$ cat config.mk
export PLATFORM = sky130hd
export DESIGN_NAME = biex_top
export DESIGN_NICKNAME = d
export VERILOG_FILES = /design/src/logic/biex_pkg.sv /design/src/logic/biex_q_if.sv /design/src/logic/biex_qdiv.sv /design/src/logic/biex_top.sv
export SDC_FILE = /design/constraint.sdc
export NUM_CORES = 1
export LEC_CHECK = 0
export BUFFER_PORTS_ARGS = -buffer_cell sky130_fd_sc_hd__buf_2
export CAP_MARGIN = 20
export CORE_ASPECT_RATIO = 0.7
export CORE_MARGIN = 2
export CORE_UTILIZATION = 28
export DETAILED_ROUTE_END_ITERATION = 8
export HOLD_SLACK_MARGIN = 0.1
export SYNTH_ARGS = -nofsm -noshare
export SYNTH_HDL_FRONTEND = slang
export SYNTH_SLANG_ARGS = --single-unit
export TNS_END_PERCENT = 30
$ cat constraint.sdc
create_clock -name CORE_CLK_I -period 3.57 [get_ports CORE_CLK_I]
set_input_delay 0.714 -clock CORE_CLK_I [delete_from_list [all_inputs] [get_ports CORE_CLK_I]]
set_output_delay 0.714 -clock CORE_CLK_I [all_outputs]
set_load 0.01 [all_outputs]
$ cat src/logic/biex_pkg.sv
package biex_pkg;
  // Widths
  localparam int PC_W    = 21;
  localparam int DADDR_W = 12;
  localparam int BANK_W  = 4;

  // Register byte offsets
  localparam logic [7:0] REG_CTRL  = 8'h00;
  localparam logic [7:0] REG_BANK  = 8'h04;
  localparam logic [7:0] REG_WORK  = 8'h08;
  localparam logic [7:0] REG_FLAGS = 8'h0c;
  localparam logic [7:0] REG_PC    = 8'h10;
  localparam logic [7:0] REG_INDEX = 8'h14;

  // Control field positions
  localparam int CTRL_RUN_BIT = 0;
  localparam int CTRL_EXT_BIT = 1;
  localparam int CTRL_ST_LSB  = 4;

  // Flag field positions
  localparam int FLG_C  = 0;
  localparam int FLG_DC = 1;
  localparam int FLG_Z  = 2;
  localparam int FLG_OV = 3;
  localparam int FLG_N  = 4;
  localparam int FLG_W  = 5;

  // Values after reset
  localparam logic [1:0]         CTRL_RST  = 2'h0;
  localparam logic [BANK_W-1:0]  BANK_RST  = 4'h0;
  localparam logic [7:0]         WORK_RST  = 8'h00;
  localparam logic [FLG_W-1:0]   FLAGS_RST = 5'h00;
  localparam logic [PC_W-1:0]    PC_RST    = 21'h000000;
  localparam logic [DADDR_W-1:0] INDEX_RST = 12'h000;

  // Opcodes and addressing constants
  localparam logic [7:0]  OP_BRANCH1 = 8'hef;
  localparam logic [3:0]  OP_BRANCH2 = 4'hf;
  localparam logic [5:0]  OP_INC     = 6'h0a;
  localparam logic [5:0]  OP_INCSZ   = 6'h0f;
  localparam logic [7:0]  ILO_MAX    = 8'h5f;
  localparam logic [7:0]  ACC_SPLIT  = 8'h60;
  localparam logic [3:0]  SFR_BANK   = 4'hf;
  localparam logic [PC_W-1:0] PC_STEP = 21'h000002;

  // Quarter-cycle phases
  localparam logic [1:0] Q1 = 2'h0;
  localparam logic [1:0] Q2 = 2'h1;
  localparam logic [1:0] Q3 = 2'h2;
  localparam logic [1:0] Q4 = 2'h3;

  typedef enum logic [1:0] {
    BIEX_EXEC  = 2'b00,
    BIEX_BR2   = 2'b01,
    BIEX_SKIP  = 2'b10,
    BIEX_SKIP2 = 2'b11
  } biex_state_e;
endpackage

$ cat src/logic/biex_q_if.sv
`timescale 1ns/1ps
interface biex_q_if;
  logic       run;
  logic       q_stb;
  logic [1:0] q_phase;
  modport gen (input run, output q_stb, output q_phase);
  modport use_q (output run, input q_stb, input q_phase);
endinterface

$ cat src/logic/biex_qdiv.sv
`timescale 1ns/1ps
module biex_qdiv #(
  parameter int QDIV = 1
) (
  input  wire logic CORE_CLK_I,
  input  wire logic RESET_I,
  biex_q_if.gen     q
);
  logic [15:0] div_ff;
  logic [15:0] nxt_div;
  logic [1:0]  phase_ff;
  logic [1:0]  nxt_phase;
  logic        stb;

  // One enable pulse per quarter cycle
  assign stb = q.run && (div_ff == 16'(QDIV - 1));

  always_comb begin
    nxt_div   = div_ff;
    nxt_phase = phase_ff;
    if (!q.run) begin
      nxt_div   = 16'h0000;
      nxt_phase = biex_pkg::Q1;
    end else if (stb) begin
      nxt_div   = 16'h0000;
      nxt_phase = phase_ff + 2'h1;
    end else begin
      nxt_div = div_ff + 16'h0001;
    end
  end

  always_ff @(posedge CORE_CLK_I) begin
    if (RESET_I) begin
      div_ff   <= 16'h0000;
      phase_ff <= biex_pkg::Q1;
    end else begin
      div_ff   <= nxt_div;
      phase_ff <= nxt_phase;
    end
  end

  assign q.q_stb   = stb;
  assign q.q_phase = phase_ff;
endmodule // biex_qdiv

$ cat src/logic/biex_top.sv
// Function
// - Branch loads 20-bit target into PC<20:1>
// - Branch reaches whole space, flags untouched
// - Branch is two words, two cycles
// - Branch Q-activity; second cycle is idle
// - Increment adds one, routes, sets flags
// - Access bit picks access bank or bank
// - Indexed literal offset for low addresses
// - Increment-skip leaves flags, skips on zero
// - Skip discards fetched word, executes idle
`timescale 1ns/1ps
module biex_top #(
  parameter int QDIV = 1
) (
  input  wire logic                         CORE_CLK_I,
  input  wire logic                         RESET_I,
  input  wire logic                         PSEL_I,
  input  wire logic                         PENABLE_I,
  input  wire logic                         PWRITE_I,
  input  wire logic [7:0]                   PADDR_I,
  input  wire logic [31:0]                  PWDATA_I,
  output      logic [31:0]                  PRDATA_O,
  output      logic                         PREADY_O,
  output      logic                         PSLVERR_O,
  output      logic [biex_pkg::PC_W-1:0]    PROG_ADDR_O,
  input  wire logic [15:0]                  PROG_DATA_I,
  output      logic [biex_pkg::DADDR_W-1:0] DMEM_ADDR_O,
  input  wire logic [7:0]                   DMEM_RDATA_I,
  output      logic [7:0]                   DMEM_WDATA_O,
  output      logic                         DMEM_WE_O
);
  biex_q_if q_bus ();

  biex_qdiv #(.QDIV(QDIV)) u_qdiv (
    .CORE_CLK_I (CORE_CLK_I),
    .RESET_I    (RESET_I),
    .q          (q_bus.gen)
  );

  biex_pkg::biex_state_e            state_ff, nxt_state;
  logic [1:0]                       ctrl_ff, nxt_ctrl;
  logic [biex_pkg::BANK_W-1:0]      bank_ff, nxt_bank;
  logic [7:0]                       work_ff, nxt_work;
  logic [biex_pkg::FLG_W-1:0]       flags_ff, nxt_flags;
  logic [biex_pkg::PC_W-1:0]        pc_ff, nxt_pc;
  logic [biex_pkg::DADDR_W-1:0]     index_ff, nxt_index;
  logic [15:0]                      ir_ff, nxt_ir;
  logic [7:0]                       klo_ff, nxt_klo;
  logic [7:0]                       opnd_ff, nxt_opnd;
  logic [7:0]                       res_ff, nxt_res;
  logic [biex_pkg::DADDR_W-1:0]     daddr_ff, nxt_daddr;
  logic [biex_pkg::PC_W-1:0]        paddr_ff, nxt_paddr;
  logic [31:0]                      prdata_ff, nxt_prdata;
  logic                             slverr_ff, nxt_slverr;

  logic       q1, q2, q3, q4;
  logic       is_inc, is_incsz, is_br;
  logic       apb_wr, apb_rd, hit;

  // Words that occupy two program locations
  function automatic logic two_word(input logic [15:0] w);
    two_word = (w[15:12] == 4'hc) || (w[15:9] == 7'h76) ||
               (w[15:8] == 8'hee && w[7:6] == 2'h0) ||
               (w[15:8] == biex_pkg::OP_BRANCH1);
  endfunction

  function automatic logic mapped(input logic [7:0] a);
    mapped = (a == biex_pkg::REG_CTRL)  || (a == biex_pkg::REG_BANK) ||
             (a == biex_pkg::REG_WORK)  || (a == biex_pkg::REG_FLAGS) ||
             (a == biex_pkg::REG_PC)    || (a == biex_pkg::REG_INDEX);
  endfunction

  // Operand address from access bit, bank and index
  function automatic logic [biex_pkg::DADDR_W-1:0] op_addr(
    input logic [15:0]                  w,
    input logic                         ext,
    input logic [biex_pkg::BANK_W-1:0]  bank,
    input logic [biex_pkg::DADDR_W-1:0] index
  );
    logic [7:0] f;
    f = w[7:0];
    if (w[8]) begin
      op_addr = {bank, f};
    end else if (ext && f <= biex_pkg::ILO_MAX) begin
      op_addr = index + {4'h0, f};
    end else if (f >= biex_pkg::ACC_SPLIT) begin
      op_addr = {biex_pkg::SFR_BANK, f};
    end else begin
      op_addr = {4'h0, f};
    end
  endfunction

  assign q_bus.run = ctrl_ff[biex_pkg::CTRL_RUN_BIT];
  assign q1 = q_bus.q_stb && q_bus.q_phase == biex_pkg::Q1;
  assign q2 = q_bus.q_stb && q_bus.q_phase == biex_pkg::Q2;
  assign q3 = q_bus.q_stb && q_bus.q_phase == biex_pkg::Q3;
  assign q4 = q_bus.q_stb && q_bus.q_phase == biex_pkg::Q4;

  assign is_br    = state_ff == biex_pkg::BIEX_EXEC && ir_ff[15:8] == biex_pkg::OP_BRANCH1;
  assign is_inc   = state_ff == biex_pkg::BIEX_EXEC && ir_ff[15:10] == biex_pkg::OP_INC;
  assign is_incsz = state_ff == biex_pkg::BIEX_EXEC && ir_ff[15:10] == biex_pkg::OP_INCSZ;

  assign apb_wr = PSEL_I && PENABLE_I && PWRITE_I;
  assign apb_rd = PSEL_I && !PENABLE_I && !PWRITE_I;
  assign hit    = mapped(PADDR_I);

  always_comb begin
    nxt_state  = state_ff;
    nxt_ctrl   = ctrl_ff;
    nxt_bank   = bank_ff;
    nxt_work   = work_ff;
    nxt_flags  = flags_ff;
    nxt_pc     = pc_ff;
    nxt_index  = index_ff;
    nxt_ir     = ir_ff;
    nxt_klo    = klo_ff;
    nxt_opnd   = opnd_ff;
    nxt_res    = res_ff;
    nxt_daddr  = daddr_ff;
    nxt_paddr  = paddr_ff;
    nxt_prdata = prdata_ff;
    nxt_slverr = 1'b0;

    // Register writes; execution below overrides in the same cycle
    if (apb_wr && hit) begin
      if (PADDR_I == biex_pkg::REG_CTRL) begin
        nxt_ctrl = PWDATA_I[1:0];
      end else if (PADDR_I == biex_pkg::REG_BANK) begin
        nxt_bank = PWDATA_I[biex_pkg::BANK_W-1:0];
      end else if (PADDR_I == biex_pkg::REG_WORK) begin
        nxt_work = PWDATA_I[7:0];
      end else if (PADDR_I == biex_pkg::REG_FLAGS) begin
        nxt_flags = PWDATA_I[biex_pkg::FLG_W-1:0];
      end else if (PADDR_I == biex_pkg::REG_PC) begin
        nxt_pc    = {PWDATA_I[biex_pkg::PC_W-1:1], 1'b0};
        nxt_paddr = {PWDATA_I[biex_pkg::PC_W-1:1], 1'b0};
      end else begin
        nxt_index = PWDATA_I[biex_pkg::DADDR_W-1:0];
      end
    end
    if (PSEL_I && !PENABLE_I) begin
      nxt_slverr = !hit;
    end else if (PSEL_I) begin
      nxt_slverr = slverr_ff;
    end
    if (apb_rd) begin
      if (PADDR_I == biex_pkg::REG_CTRL) begin
        nxt_prdata = {26'h0, state_ff, 2'h0, ctrl_ff};
      end else if (PADDR_I == biex_pkg::REG_BANK) begin
        nxt_prdata = {28'h0, bank_ff};
      end else if (PADDR_I == biex_pkg::REG_WORK) begin
        nxt_prdata = {24'h0, work_ff};
      end else if (PADDR_I == biex_pkg::REG_FLAGS) begin
        nxt_prdata = {27'h0, flags_ff};
      end else if (PADDR_I == biex_pkg::REG_PC) begin
        nxt_prdata = {11'h0, pc_ff};
      end else if (PADDR_I == biex_pkg::REG_INDEX) begin
        nxt_prdata = {20'h0, index_ff};
      end else begin
        nxt_prdata = 32'h0;
      end
    end

    case (state_ff)
      biex_pkg::BIEX_EXEC: begin
        if (q1) begin
          nxt_ir = PROG_DATA_I;
          nxt_daddr = op_addr(PROG_DATA_I, ctrl_ff[biex_pkg::CTRL_EXT_BIT],
                              bank_ff, index_ff);
        end
        // low literal and second word fetch
        if (q2 && is_br) begin
          nxt_klo   = ir_ff[7:0];
          nxt_paddr = pc_ff + biex_pkg::PC_STEP;
        end
        if (q2 && (is_inc || is_incsz)) begin
          nxt_opnd = DMEM_RDATA_I;
        end
        if (q3 && (is_inc || is_incsz)) begin
          nxt_res = opnd_ff + 8'h01;
          if (is_inc) begin
            nxt_flags[biex_pkg::FLG_C]  = opnd_ff == 8'hff;
            nxt_flags[biex_pkg::FLG_DC] = opnd_ff[3:0] == 4'hf;
            nxt_flags[biex_pkg::FLG_Z]  = opnd_ff == 8'hff;
            nxt_flags[biex_pkg::FLG_OV] = opnd_ff == 8'h7f;
            nxt_flags[biex_pkg::FLG_N]  = opnd_ff[7:0] + 8'h01 >= 8'h80;
          end
        end
        if (q4) begin
          if (is_br) begin
            nxt_pc    = {PROG_DATA_I[11:0], klo_ff, 1'b0};
            nxt_paddr = {PROG_DATA_I[11:0], klo_ff, 1'b0};
            nxt_state = biex_pkg::BIEX_BR2;
          end else begin
            nxt_pc    = pc_ff + biex_pkg::PC_STEP;
            nxt_paddr = pc_ff + biex_pkg::PC_STEP;
            if ((is_inc || is_incsz) && !ir_ff[9]) begin
              nxt_work = res_ff;
            end
            if (is_incsz && res_ff == 8'h00) begin
              nxt_state = biex_pkg::BIEX_SKIP;
            end
          end
        end
      end
      biex_pkg::BIEX_BR2: begin
        if (q4) begin
          nxt_state = biex_pkg::BIEX_EXEC;
        end
      end
      biex_pkg::BIEX_SKIP: begin
        if (q1) begin
          nxt_ir = PROG_DATA_I;
        end
        if (q4) begin
          nxt_pc    = pc_ff + biex_pkg::PC_STEP;
          nxt_paddr = pc_ff + biex_pkg::PC_STEP;
          nxt_state = two_word(ir_ff) ? biex_pkg::BIEX_SKIP2 : biex_pkg::BIEX_EXEC;
        end
      end
      biex_pkg::BIEX_SKIP2: begin
        if (q4) begin
          nxt_pc    = pc_ff + biex_pkg::PC_STEP;
          nxt_paddr = pc_ff + biex_pkg::PC_STEP;
          nxt_state = biex_pkg::BIEX_EXEC;
        end
      end
      default: begin
        nxt_state = biex_pkg::BIEX_EXEC;
      end
    endcase
  end

  always_ff @(posedge CORE_CLK_I) begin
    if (RESET_I) begin
      state_ff  <= biex_pkg::BIEX_EXEC;
      ctrl_ff   <= biex_pkg::CTRL_RST;
      bank_ff   <= biex_pkg::BANK_RST;
      work_ff   <= biex_pkg::WORK_RST;
      flags_ff  <= biex_pkg::FLAGS_RST;
      pc_ff     <= biex_pkg::PC_RST;
      index_ff  <= biex_pkg::INDEX_RST;
      ir_ff     <= 16'h0000;
      klo_ff    <= 8'h00;
      opnd_ff   <= 8'h00;
      res_ff    <= 8'h00;
      daddr_ff  <= 12'h000;
      paddr_ff  <= biex_pkg::PC_RST;
      prdata_ff <= 32'h0;
      slverr_ff <= 1'b0;
    end else begin
      state_ff  <= nxt_state;
      ctrl_ff   <= nxt_ctrl;
      bank_ff   <= nxt_bank;
      work_ff   <= nxt_work;
      flags_ff  <= nxt_flags;
      pc_ff     <= nxt_pc;
      index_ff  <= nxt_index;
      ir_ff     <= nxt_ir;
      klo_ff    <= nxt_klo;
      opnd_ff   <= nxt_opnd;
      res_ff    <= nxt_res;
      daddr_ff  <= nxt_daddr;
      paddr_ff  <= nxt_paddr;
      prdata_ff <= nxt_prdata;
      slverr_ff <= nxt_slverr;
    end
  end

  // write back to register in Q4
  assign DMEM_WE_O    = q4 && (is_inc || is_incsz) && ir_ff[9];
  assign DMEM_WDATA_O = res_ff;
  assign DMEM_ADDR_O  = daddr_ff;
  assign PROG_ADDR_O  = paddr_ff;
  assign PRDATA_O     = prdata_ff;
  assign PSLVERR_O    = slverr_ff && PSEL_I && PENABLE_I;
  assign PREADY_O     = 1'b1;
endmodule // biex_top

# Yosys cells after proc, flatten, opt, wreduce, memory -nomap -nowiden
# Cells that the tools add are included.
# word_totals
ff_bits	178
elab_cells	167
# classes
addsub	5
magnitude_cmp	3
eq_ne	25
mux	54
bitwise_logic	6
n_reduce_logical	57
# ops
op	count
$mux W21	23
$pmux W21 S2	2
$mux W8	8
$mux W12	4
$mux W5	8
$eq A8 B8 Y1 const B	3
$logic_and A1 B1 Y1	24
$add A21 B2 Y21 const B	1
$add A16 B1 Y16 const B	1
$eq A8 B4 Y1 const B	2
$eq A8 B5 Y1 const B	2
$logic_not A16 Y1	1
$logic_not A8 Y1	2
$add A12 B8 Y12	1
$eq A6 B4 Y1 const B	2
$mux W2	6
$reduce_and A2 Y1	6
$logic_or A1 B1 Y1	9
$add A8 B1 Y8 const B	1
$eq A2 B2 Y1 const B	4
$eq A4 B4 Y1 const B	2
$eq A8 B3 Y1 const B	1
$eq A8 B7 Y1 const B	1
$ge A8 B7 Y1 const B	1
18 further kinds	35

# Logic depth before layout (Yosys ltp)
# Gate-level depths: netlist (run 1).
# logic_depth
depth_word	12
depth_mapped	10
mapped_depth_nobuf	10

# Hierarchy
# From an unflattened synthesis (run 1), not the netlist that was laid out.
# unflattened
cells_unflattened	1230
hier_area_um2	9427.8
# by_module_without_submodules
module	n_inst	cells_per_inst	area_per_inst_um2	seq_area_each_um2
biex_top	1	1137	8627.0	2982.9
biex_qdiv	1	93	800.8	360.3

# Worst setup path after synthesis (run 1)
# Ideal clock, no wire load.
# synth_path
path_kind	register to output
start	register u_qdiv.div_ff[0]
end	output port DMEM_WE_O
arrival_time_ns	2.205
required_time_ns	2.856
slack_ns	0.651
path_stages_with_launch	9
cell_sequence	dfxtp_1 > inv_1 > ha_1 > or4b_4 > nor4_4 > nand2_1 > clkbuf_1 > clkbuf_1 > nor3_1
# synth_via
elab_chain_cells	5
# synth_rtl
item	line_no	text
start: declaration	biex_qdiv.sv:9	logic [15:0] div_ff;
start signal: assignment	biex_qdiv.sv:37	div_ff <= nxt_div;
$logic_not A16 Y1	biex_qdiv.sv:16	assign stb = q.run && (div_ff == 16'(QDIV - 1));
$logic_and A1 B1 Y1	biex_qdiv.sv:16	
$logic_and A1 B1 Y1	biex_top.sv:97	assign q4 = q_bus.q_stb && q_bus.q_phase == biex_pkg::Q4;
$logic_and A1 B1 Y1 (2 in series)	biex_top.sv:271	assign DMEM_WE_O = q4 && (is_inc || is_incsz) && ir_ff[9];
end: declaration	biex_top.sv:30	output logic DMEM_WE_O
# No other way between the ends.

# Worst setup path in the final report (run 1)
# Ends and elaborated chain as after synthesis.

==> key figures, run 1 <==
Cells and area
  • Multi-input gate area in the final layout: between 5000 and 6000 sq um
  • Final-stage net count: between 1000 and 1500
  • Share of post-route cells with drive strength above 1: ~17%
  • Final-layout fill cell count: approximately 3500
  • Synthesis-to-finish area growth: 17.8%
  • N_diodes: 0
  • Area taken by flip-flops and latches: around 3300 sq um

Detailed routing
  • Number of search-and-repair iterations in the first detailed-routing pass: 6
  • Avg Vias per Cell: between 5 and 6
  • Final wirelength: roughly 36000 microns
  • Average detailed-routed wire length per instance: about 20 microns
  • Detailed router's first-iteration violation count: 994
  • Final routed DRC violation total: 0
  • DRT antenna net count: 0
  • Total via count in the routed design: between 9000 and 10000

Synth
  • Register bit total from synthesis: ~170
  • Adder-cell share of the synthesized area: 2.32%
  • Average cell area after synthesis: 7.70 sq um
  • Cell types occupying the most area after synthesis: sky130_fd_sc_hd__dfxtp_1, sky130_fd_sc_hd__a21oi_1, sky130_fd_sc_hd__nand2_1
  • Most frequently used cell type in the post-synthesis netlist: sky130_fd_sc_hd__dfxtp_1
  • Synth top cells by count: sky130_fd_sc_hd__dfxtp_1, sky130_fd_sc_hd__nand2_1, sky130_fd_sc_hd__nor2_1
  • Mux contribution to synthesized area: 5.71%
  • EDFF count, synth: 0
  • Share of the synthesized area in compound gates (AO/OA/AOI/OAI): roughly 22%
  • Sequential cell area fraction in the yosys report: a little over a third
  • Number of distinct standard cells referenced by the synthesized netlist: 75
  • Cell count after synthesis: around 1200
  • Yosys top cell area share: around a third
  • Synth area leader: sky130_fd_sc_hd__dfxtp_1
  • Synth Area in Simple Gates: 25.4%
  • Share of synthesized registers carrying an async set or reset: 0%
  • Summed instance area of the synthesized netlist: 9490 sq um
  • Dominant combinational cell family by area after synthesis: simple AND/OR/NAND/NOR gates
  • Yosys synthesis warning count: 0
  • Most used flip-flop cell after synthesis: sky130_fd_sc_hd__dfxtp_1
  • Share of the synthesized netlist area taken by xor and xnor gates: between 4 and 5%

Setup path
  • Kind of critical path: reg -> out
  • Cell Chain, Critical Path: inv_1, ha_1, or4b_4, nor4_4, nand2_1, nor3_1, buf_2
  • Worst Setup Start Kind: flip-flop
  • Worst stage delay on the critical path: between 500 and 600 ps
  • Worst-path cell with the longest stage delay: sky130_fd_sc_hd__or4b_4
  • Crit path max fanout: 5
  • Signal arrival time at the worst endpoint: about 2600 ps
  • Kind of end point of the critical path: output pin
  • Required @ worst endpoint: between 2000 and 3000 ps

Global route
  • GR Overflow Total: 0
  • Aggregate global-route resource usage: between 10% and 20%
  • Largest net degree at the start of global routing: 95
  • Global-route wire length before repair: roughly 53000 microns
  • Antenna violations before repair: 0
  • Number of global-route vias before repair: approximately 8800

Power and ir drop
  • Pwr Density: 355 nW/um^2
  • Cell leakage power: between 4 and 5 nW
  • Total chip power: roughly 4.0 mW
  • VDD IR max: 0.320 mV

Clock tree
  • Clk pin slew, worst setup/hold paths: ~70 ps
  • Worst-Skew Late Latency: ~450 ps
  • Sinks on the clock net: 167
  • CTS Buf Count: 17
  • Deepest level of the CTS H-tree: 4
  • Max Root-Sink Buffers: 2
  • Number of buffers inserted by hold repair at cts: 0
  • Number of instances resized during post-cts repair: 0
  • CTS tree: yes
  • Setup Buffers After CTS: 0
  • Cell at the root of the clock tree: sky130_fd_sc_hd__clkbuf_16

Place
  • DP HPWL: 26100 microns
  • Quantity of I/O buffers inserted on ports: ~120
  • GP Congestion: 0.902

Timing
  • Final slew viol count: 0
  • Worst rel slew slack: around 42%
  • Final worst path period need: between 3000 and 4000 ps
  • Share of the clock period used by the worst path after layout: 91.9%
  • Slew at the pin with the worst max-slew slack: 864 ps
  • Number of failing hold endpoints at the final stage: 0
  • Unrepaired setup endpoints after global routing: no
  • Worst Hold Margin: 449 ps
  • TNS Setup: 0 ps
  • Clock skew: 13.2 ps
  • Final setup violation count: 0
  • FMAX: approximately 300 MHz

Die
  • Area of the die: 35400 sq um
  • Number of top-level pins: about 150
  • Starting density of the core: between 20% and 30%
  • Die Width: between 200 and 250 microns
  • Core box area: 33400 sq um
  • Height of the die: roughly 160 microns
  • Rows: 56

Min path
  • Hold Crit Class: reg -> reg

Status
  • Run status: finished clean

Flow run
  • Max-Cap Viols: 0
==> worst paths after layout <==
path / slack [ps] / cells after the start / start / endpoint
worst max-delay path: 290 / 7 / u_qdiv.div_ff[0] / DMEM_WE_O
worst min-delay path: 450 / 2 / PRDATA_O[13] / PRDATA_O[13]
worst max register to register: 580 / 10 / u_qdiv.div_ff[0] / PROG_ADDR_O[6]
worst min register to register: 450 / 2 / PRDATA_O[13] / PRDATA_O[13]
==> state kept, by name, indices dropped and copies added, names as in the netlist <==
register          cells
ctrl_ff               2
slverr_ff             1
bank_ff               4
PRDATA_O             21
flags_ff              5
DMEM_WDATA_O          8
opnd_ff               8
DMEM_ADDR_O          12
pc_ff                21
klo_ff                8
work_ff               8
state_ff              2
u_qdiv.q.q_phase      2
index_ff             12
PROG_ADDR_O          21
u_qdiv.div_ff        16
ir_ff                16
==> cell type report <==
type	instances	share of cell area, %
multi-input combinational	971	51.2
inverter	20	0.672
clock buffer	18	3.84
sequential	167	29.9
clock inverter	14	1.47
tap	435	4.87
timing repair buffer	157	8.06
==> worst max-delay path: cells and delay by family (launching register included) <==
family / cells / cell delay (ps)
flops: 1 / 350
buf+inv: 2 / 290
fa+ha+maj: 1 / 170
simple gates: 4 / 1320
==> where the power goes <==
part | total, mW | switching [mW] | internal [mW] | leakage [nW]
Combinational | 0.190 | 0.133 | 0.0562 | 2.73
Sequential | 1.87 | 0.00333 | 1.87 | 1.35
Clock | 1.91 | 0.861 | 1.05 | 0.280
==> layout by cell type (no fill, tap or decap), drive strengths merged, types with 12 or more instances in the layout <==
cell type and n:
nand2 168, dfxtp 167, nor2 164, buf 157
a21oi 126, o21ai 55, nand3 50, mux2i 44
a211oi 39, nor3 33, inv 23, xnor2 22
xor2 22, clkbuf 18, ha 16, nor4 16
or3 15, and2 15, a31oi 13, conb 12
==> logic make-up (layout without fill, tap and decap cells) <==
logic type | count (synthesis) | count (layout)
fa+ha+maj | 17 | 17
buf+inv | 105 | 209
mux | 53 | 53
flops | 167 | 167
other cells | 2 | 12
compound gates | 328 | 328
simple gates | 517 | 517
xor+xnor | 44 | 44
==> routing by layer <==
metal	wire (microns)	GRT usage, %
met1	16100	28.2
met2	14900	29.6
met3	3810	4.68
met4	723	5.33
met5	0	0
==> stage by stage <==
step	instance area, sq um	cells	util [%]	setup slack, ps
after global routing	11200	1782	33.4	115
after detailed placement	10600	1749	31.7	366
after CTS	11200	1781	33.4	266
final	11200	1782	33.4	288
after global placement	10600	1749	31.7	397
after floorplan	9530	1243	-	651
Note: power is estimated with default switching activity, not from simulation.
==> inputs of run 2 (changes only) <==
==> constraint.sdc (replaced) <==
create_clock -name CORE_CLK_I -period 3.57 [get_ports CORE_CLK_I]
set_input_delay 0.1785 -clock CORE_CLK_I [delete_from_list [all_inputs] [get_ports CORE_CLK_I]]
set_output_delay 0.1785 -clock CORE_CLK_I [all_outputs]
set_load 0.01 [all_outputs]
==> key figures, run 2 (synthesis results as in run 1) <==
Status
  • Run status: finished clean (unchanged)

Setup path
  • Signal arrival time at the worst endpoint: 3600 ps (was 2570 ps)
  • Kind of end point of the critical path: flip-flop (was output pin)
  • Cell family contributing the most delay on the critical path: simple AND/OR/NAND/NOR gates (unchanged)
  • Required @ worst endpoint: 3880 ps (was 2860 ps)
  • Kind of critical path: reg -> reg (was reg -> out)
  • Crit path max fanout: 8 (was 5)
  • Worst Setup Start Kind: flip-flop (unchanged)
  • Worst-path cell with the longest stage delay: sky130_fd_sc_hd__nor4_1 (was sky130_fd_sc_hd__or4b_4)
  • Worst stage delay on the critical path: 900 ps (was 510 ps)
  • Cell Chain, Critical Path: inv_1, ha_1, or4b_4, nor4_4, nand2_1, nor4_1, a211oi_1, o21ai_0, a21oi_1 (was inv_1, ha_1, or4b_4, nor4_4, nand2_1, nor3_1, buf_2)
  • Buffers plus inverters on the worst setup path: 1 (was 2)

Timing
  • Final slew viol count: 0 (unchanged)
  • Worst rel slew slack: 34.2% (was 42.4%)
  • Worst setup slack after layout: 281 ps (was 288 ps)
  • Slew at the pin with the worst max-slew slack: 978 ps (was 864 ps)
  • Unrepaired setup endpoints after global routing: no (unchanged)
  • TNS Setup: 0 ps (unchanged)
  • Number of failing hold endpoints at the final stage: 0 (unchanged)
  • Final setup violation count: 0 (unchanged)
  • Share of the clock period used by the worst path after layout: 92.1% (was 91.9%)
  • FMAX: 304 MHz (was 305 MHz)
  • Final worst path period need: 3290 ps (was 3280 ps)
  • Clock skew: 14.4 ps (was 13.2 ps)

Cells and area
  • Final core utilization: 34.4% (was 33.4%)
  • Commonest cells after routing, fill and taps aside: sky130_fd_sc_hd__dfxtp_1, sky130_fd_sc_hd__nand2_1, sky130_fd_sc_hd__nor2_1 (unchanged)
  • Final-layout fill cell count: 3548 (was 3539)
  • N_diodes: 0 (unchanged)
  • Synthesis-to-finish area growth: 21.3% (was 17.8%)
  • Non-Filler Instances: 1816 (was 1782)
  • Final-stage net count: 1454 (was 1420)
  • Share of post-route cells with drive strength above 1: 16.3% (was 16.8%)
  • Commonest non-fill, non-tap cell in the layout: sky130_fd_sc_hd__dfxtp_1 (unchanged)

Power and ir drop
  • Switching power: 1.05 mW (was 0.998 mW)
  • Switching fraction of total power: 26.4% (was 25.1%)
  • VDD IR max: 0.273 mV (was 0.320 mV)
  • Clock network power share: 47.6% (was 48.1%)
  • Pwr Density: 347 nW/um^2 (was 355 nW/um^2)
  • Relative contribution of combinational cells to total power: 5.5% (was 4.8%)
  • P_int: 2.94 mW (was 2.97 mW)
  • Portion of total power attributed to sequential cells: 46.9% (was 47.2%)
  • Cell leakage power: 4.49 nW (was 4.35 nW)
  • Total chip power: 3.99 mW (was 3.97 mW)

Clock tree
  • CTS tree: yes (unchanged)
  • Worst-Skew Late Latency: 460 ps (was 450 ps)
  • Max Root-Sink Buffers: 2 (unchanged)
  • Setup Buffers After CTS: 0 (unchanged)
  • Deepest level of the CTS H-tree: 4 (unchanged)
  • CTS Buf Count: 17 (unchanged)
  • Clk pin slew, worst setup/hold paths: 70 ps (about the same)
  • Sinks on the clock net: 167 (unchanged)
  • Cell at the root of the clock tree: sky130_fd_sc_hd__clkbuf_16 (unchanged)

Die
  • Die Width: 224 microns (unchanged)
  • Number of top-level pins: 145 (unchanged)
  • Rows: 56 (unchanged)
  • Core box area: 33400 sq um (unchanged)
  • Height of the die: 158 microns (unchanged)
  • Starting density of the core: 28.4% (unchanged)
  • Area of the die: 35400 sq um (unchanged)

Global route
  • Number of global-route vias before repair: 8916 (was 8767)
  • Aggregate global-route resource usage: 19.9% (was 19.8%)
  • Global-route wire length before repair: 53400 microns (was 53000 microns)
  • Antenna violations before repair: 0 (unchanged)
  • Largest net degree at the start of global routing: 140 (was 95)
  • GR Overflow Total: 0 (unchanged)

Detailed routing
  • Total via count in the routed design: 9764 (was 9766)
  • Avg Vias per Cell: 5.38 (was 5.48)
  • Number of search-and-repair iterations in the first detailed-routing pass: 7 (was 6)
  • DRT antenna net count: 0 (unchanged)
  • Average detailed-routed wire length per instance: 19.5 microns (was 19.9 microns)
  • Detailed router's first-iteration violation count: 1049 (was 994)
  • Final wirelength: 35300 microns (was 35500 microns)
  • Final routed DRC violation total: 0 (unchanged)

Flow run
  • Max-Cap Viols: 0 (unchanged)

Place
  • DP HPWL: 26000 microns (was 26100 microns)
  • GP Congestion: 0.941 (was 0.902)
  • Cell total after placement: 1748 (was 1749)
  • Minimum setup slack after placement: 474 ps (was 366 ps)
  • Quantity of I/O buffers inserted on ports: 121 (unchanged)

Min path
  • Hold Crit Class: in -> reg (was reg -> reg)
## run 2: worst register-to-register path, delay by kind of cell (launching register included)
kind                       cells  cell delay, ps
adders and majority gates      1             160
buffers and inverters          1              70
DFF                            1             340
AOI/OAI and AO/OA              3             300
and+or+nand+nor                4            2290
## run 2: path summary, 6_finish.rpt
check,start,end,slack (ps),depth (start not counted)
max reg2reg,u_qdiv.div_ff[0],pc_ff[10],280,9
max,u_qdiv.div_ff[0],pc_ff[10],280,9
min,PWDATA_I[15],pc_ff[15],120,5
min reg2reg,DMEM_ADDR_O[8],DMEM_ADDR_O[8],450,2
## run 2: area by class of cell
type                    instances  area [sq um]  area share (%)
clock buffers                  17           425            3.70
clock inverters                15           161            1.40
inverters                      20          75.1           0.652
multi-input cells             971          5720            49.7
well taps                     435           544            4.73
repair buffers                191          1240            10.7
flip-flops and latches        167          3340            29.0
## run 2: timing repair
item	in CTS	in global routing
hold buffers	36	0
gates resized for setup	0	0
endpoints found under the hold margin	43	0
## run 2: metrics by stage
stage	area [sq um]	hold WS (ps)
after floorplan	9530	314
after global placement	10600	412
after detailed placement	10600	420
after CTS	11500	106
after global routing	11500	150
final	11500	120
## run 2: power groups by stage
stage / sequential [mW] / combinational [mW] / clock [mW]
detailed placement: 1.92 / 0.185 / 0
global route: 1.87 / 0.233 / 2.01
finish: 1.87 / 0.219 / 1.90
CTS: 1.87 / 0.217 / 1.92
global placement: 1.92 / 0.185 / 0
floorplan: 1.92 / 0.0914 / 0
## run 2: layer usage
metal | routed length (microns) | GRT usage, %
met5 | 0 | 0
met4 | 620 | 5.43
met3 | 3730 | 5.48
met2 | 14400 | 28.4
met1 | 16600 | 28.9
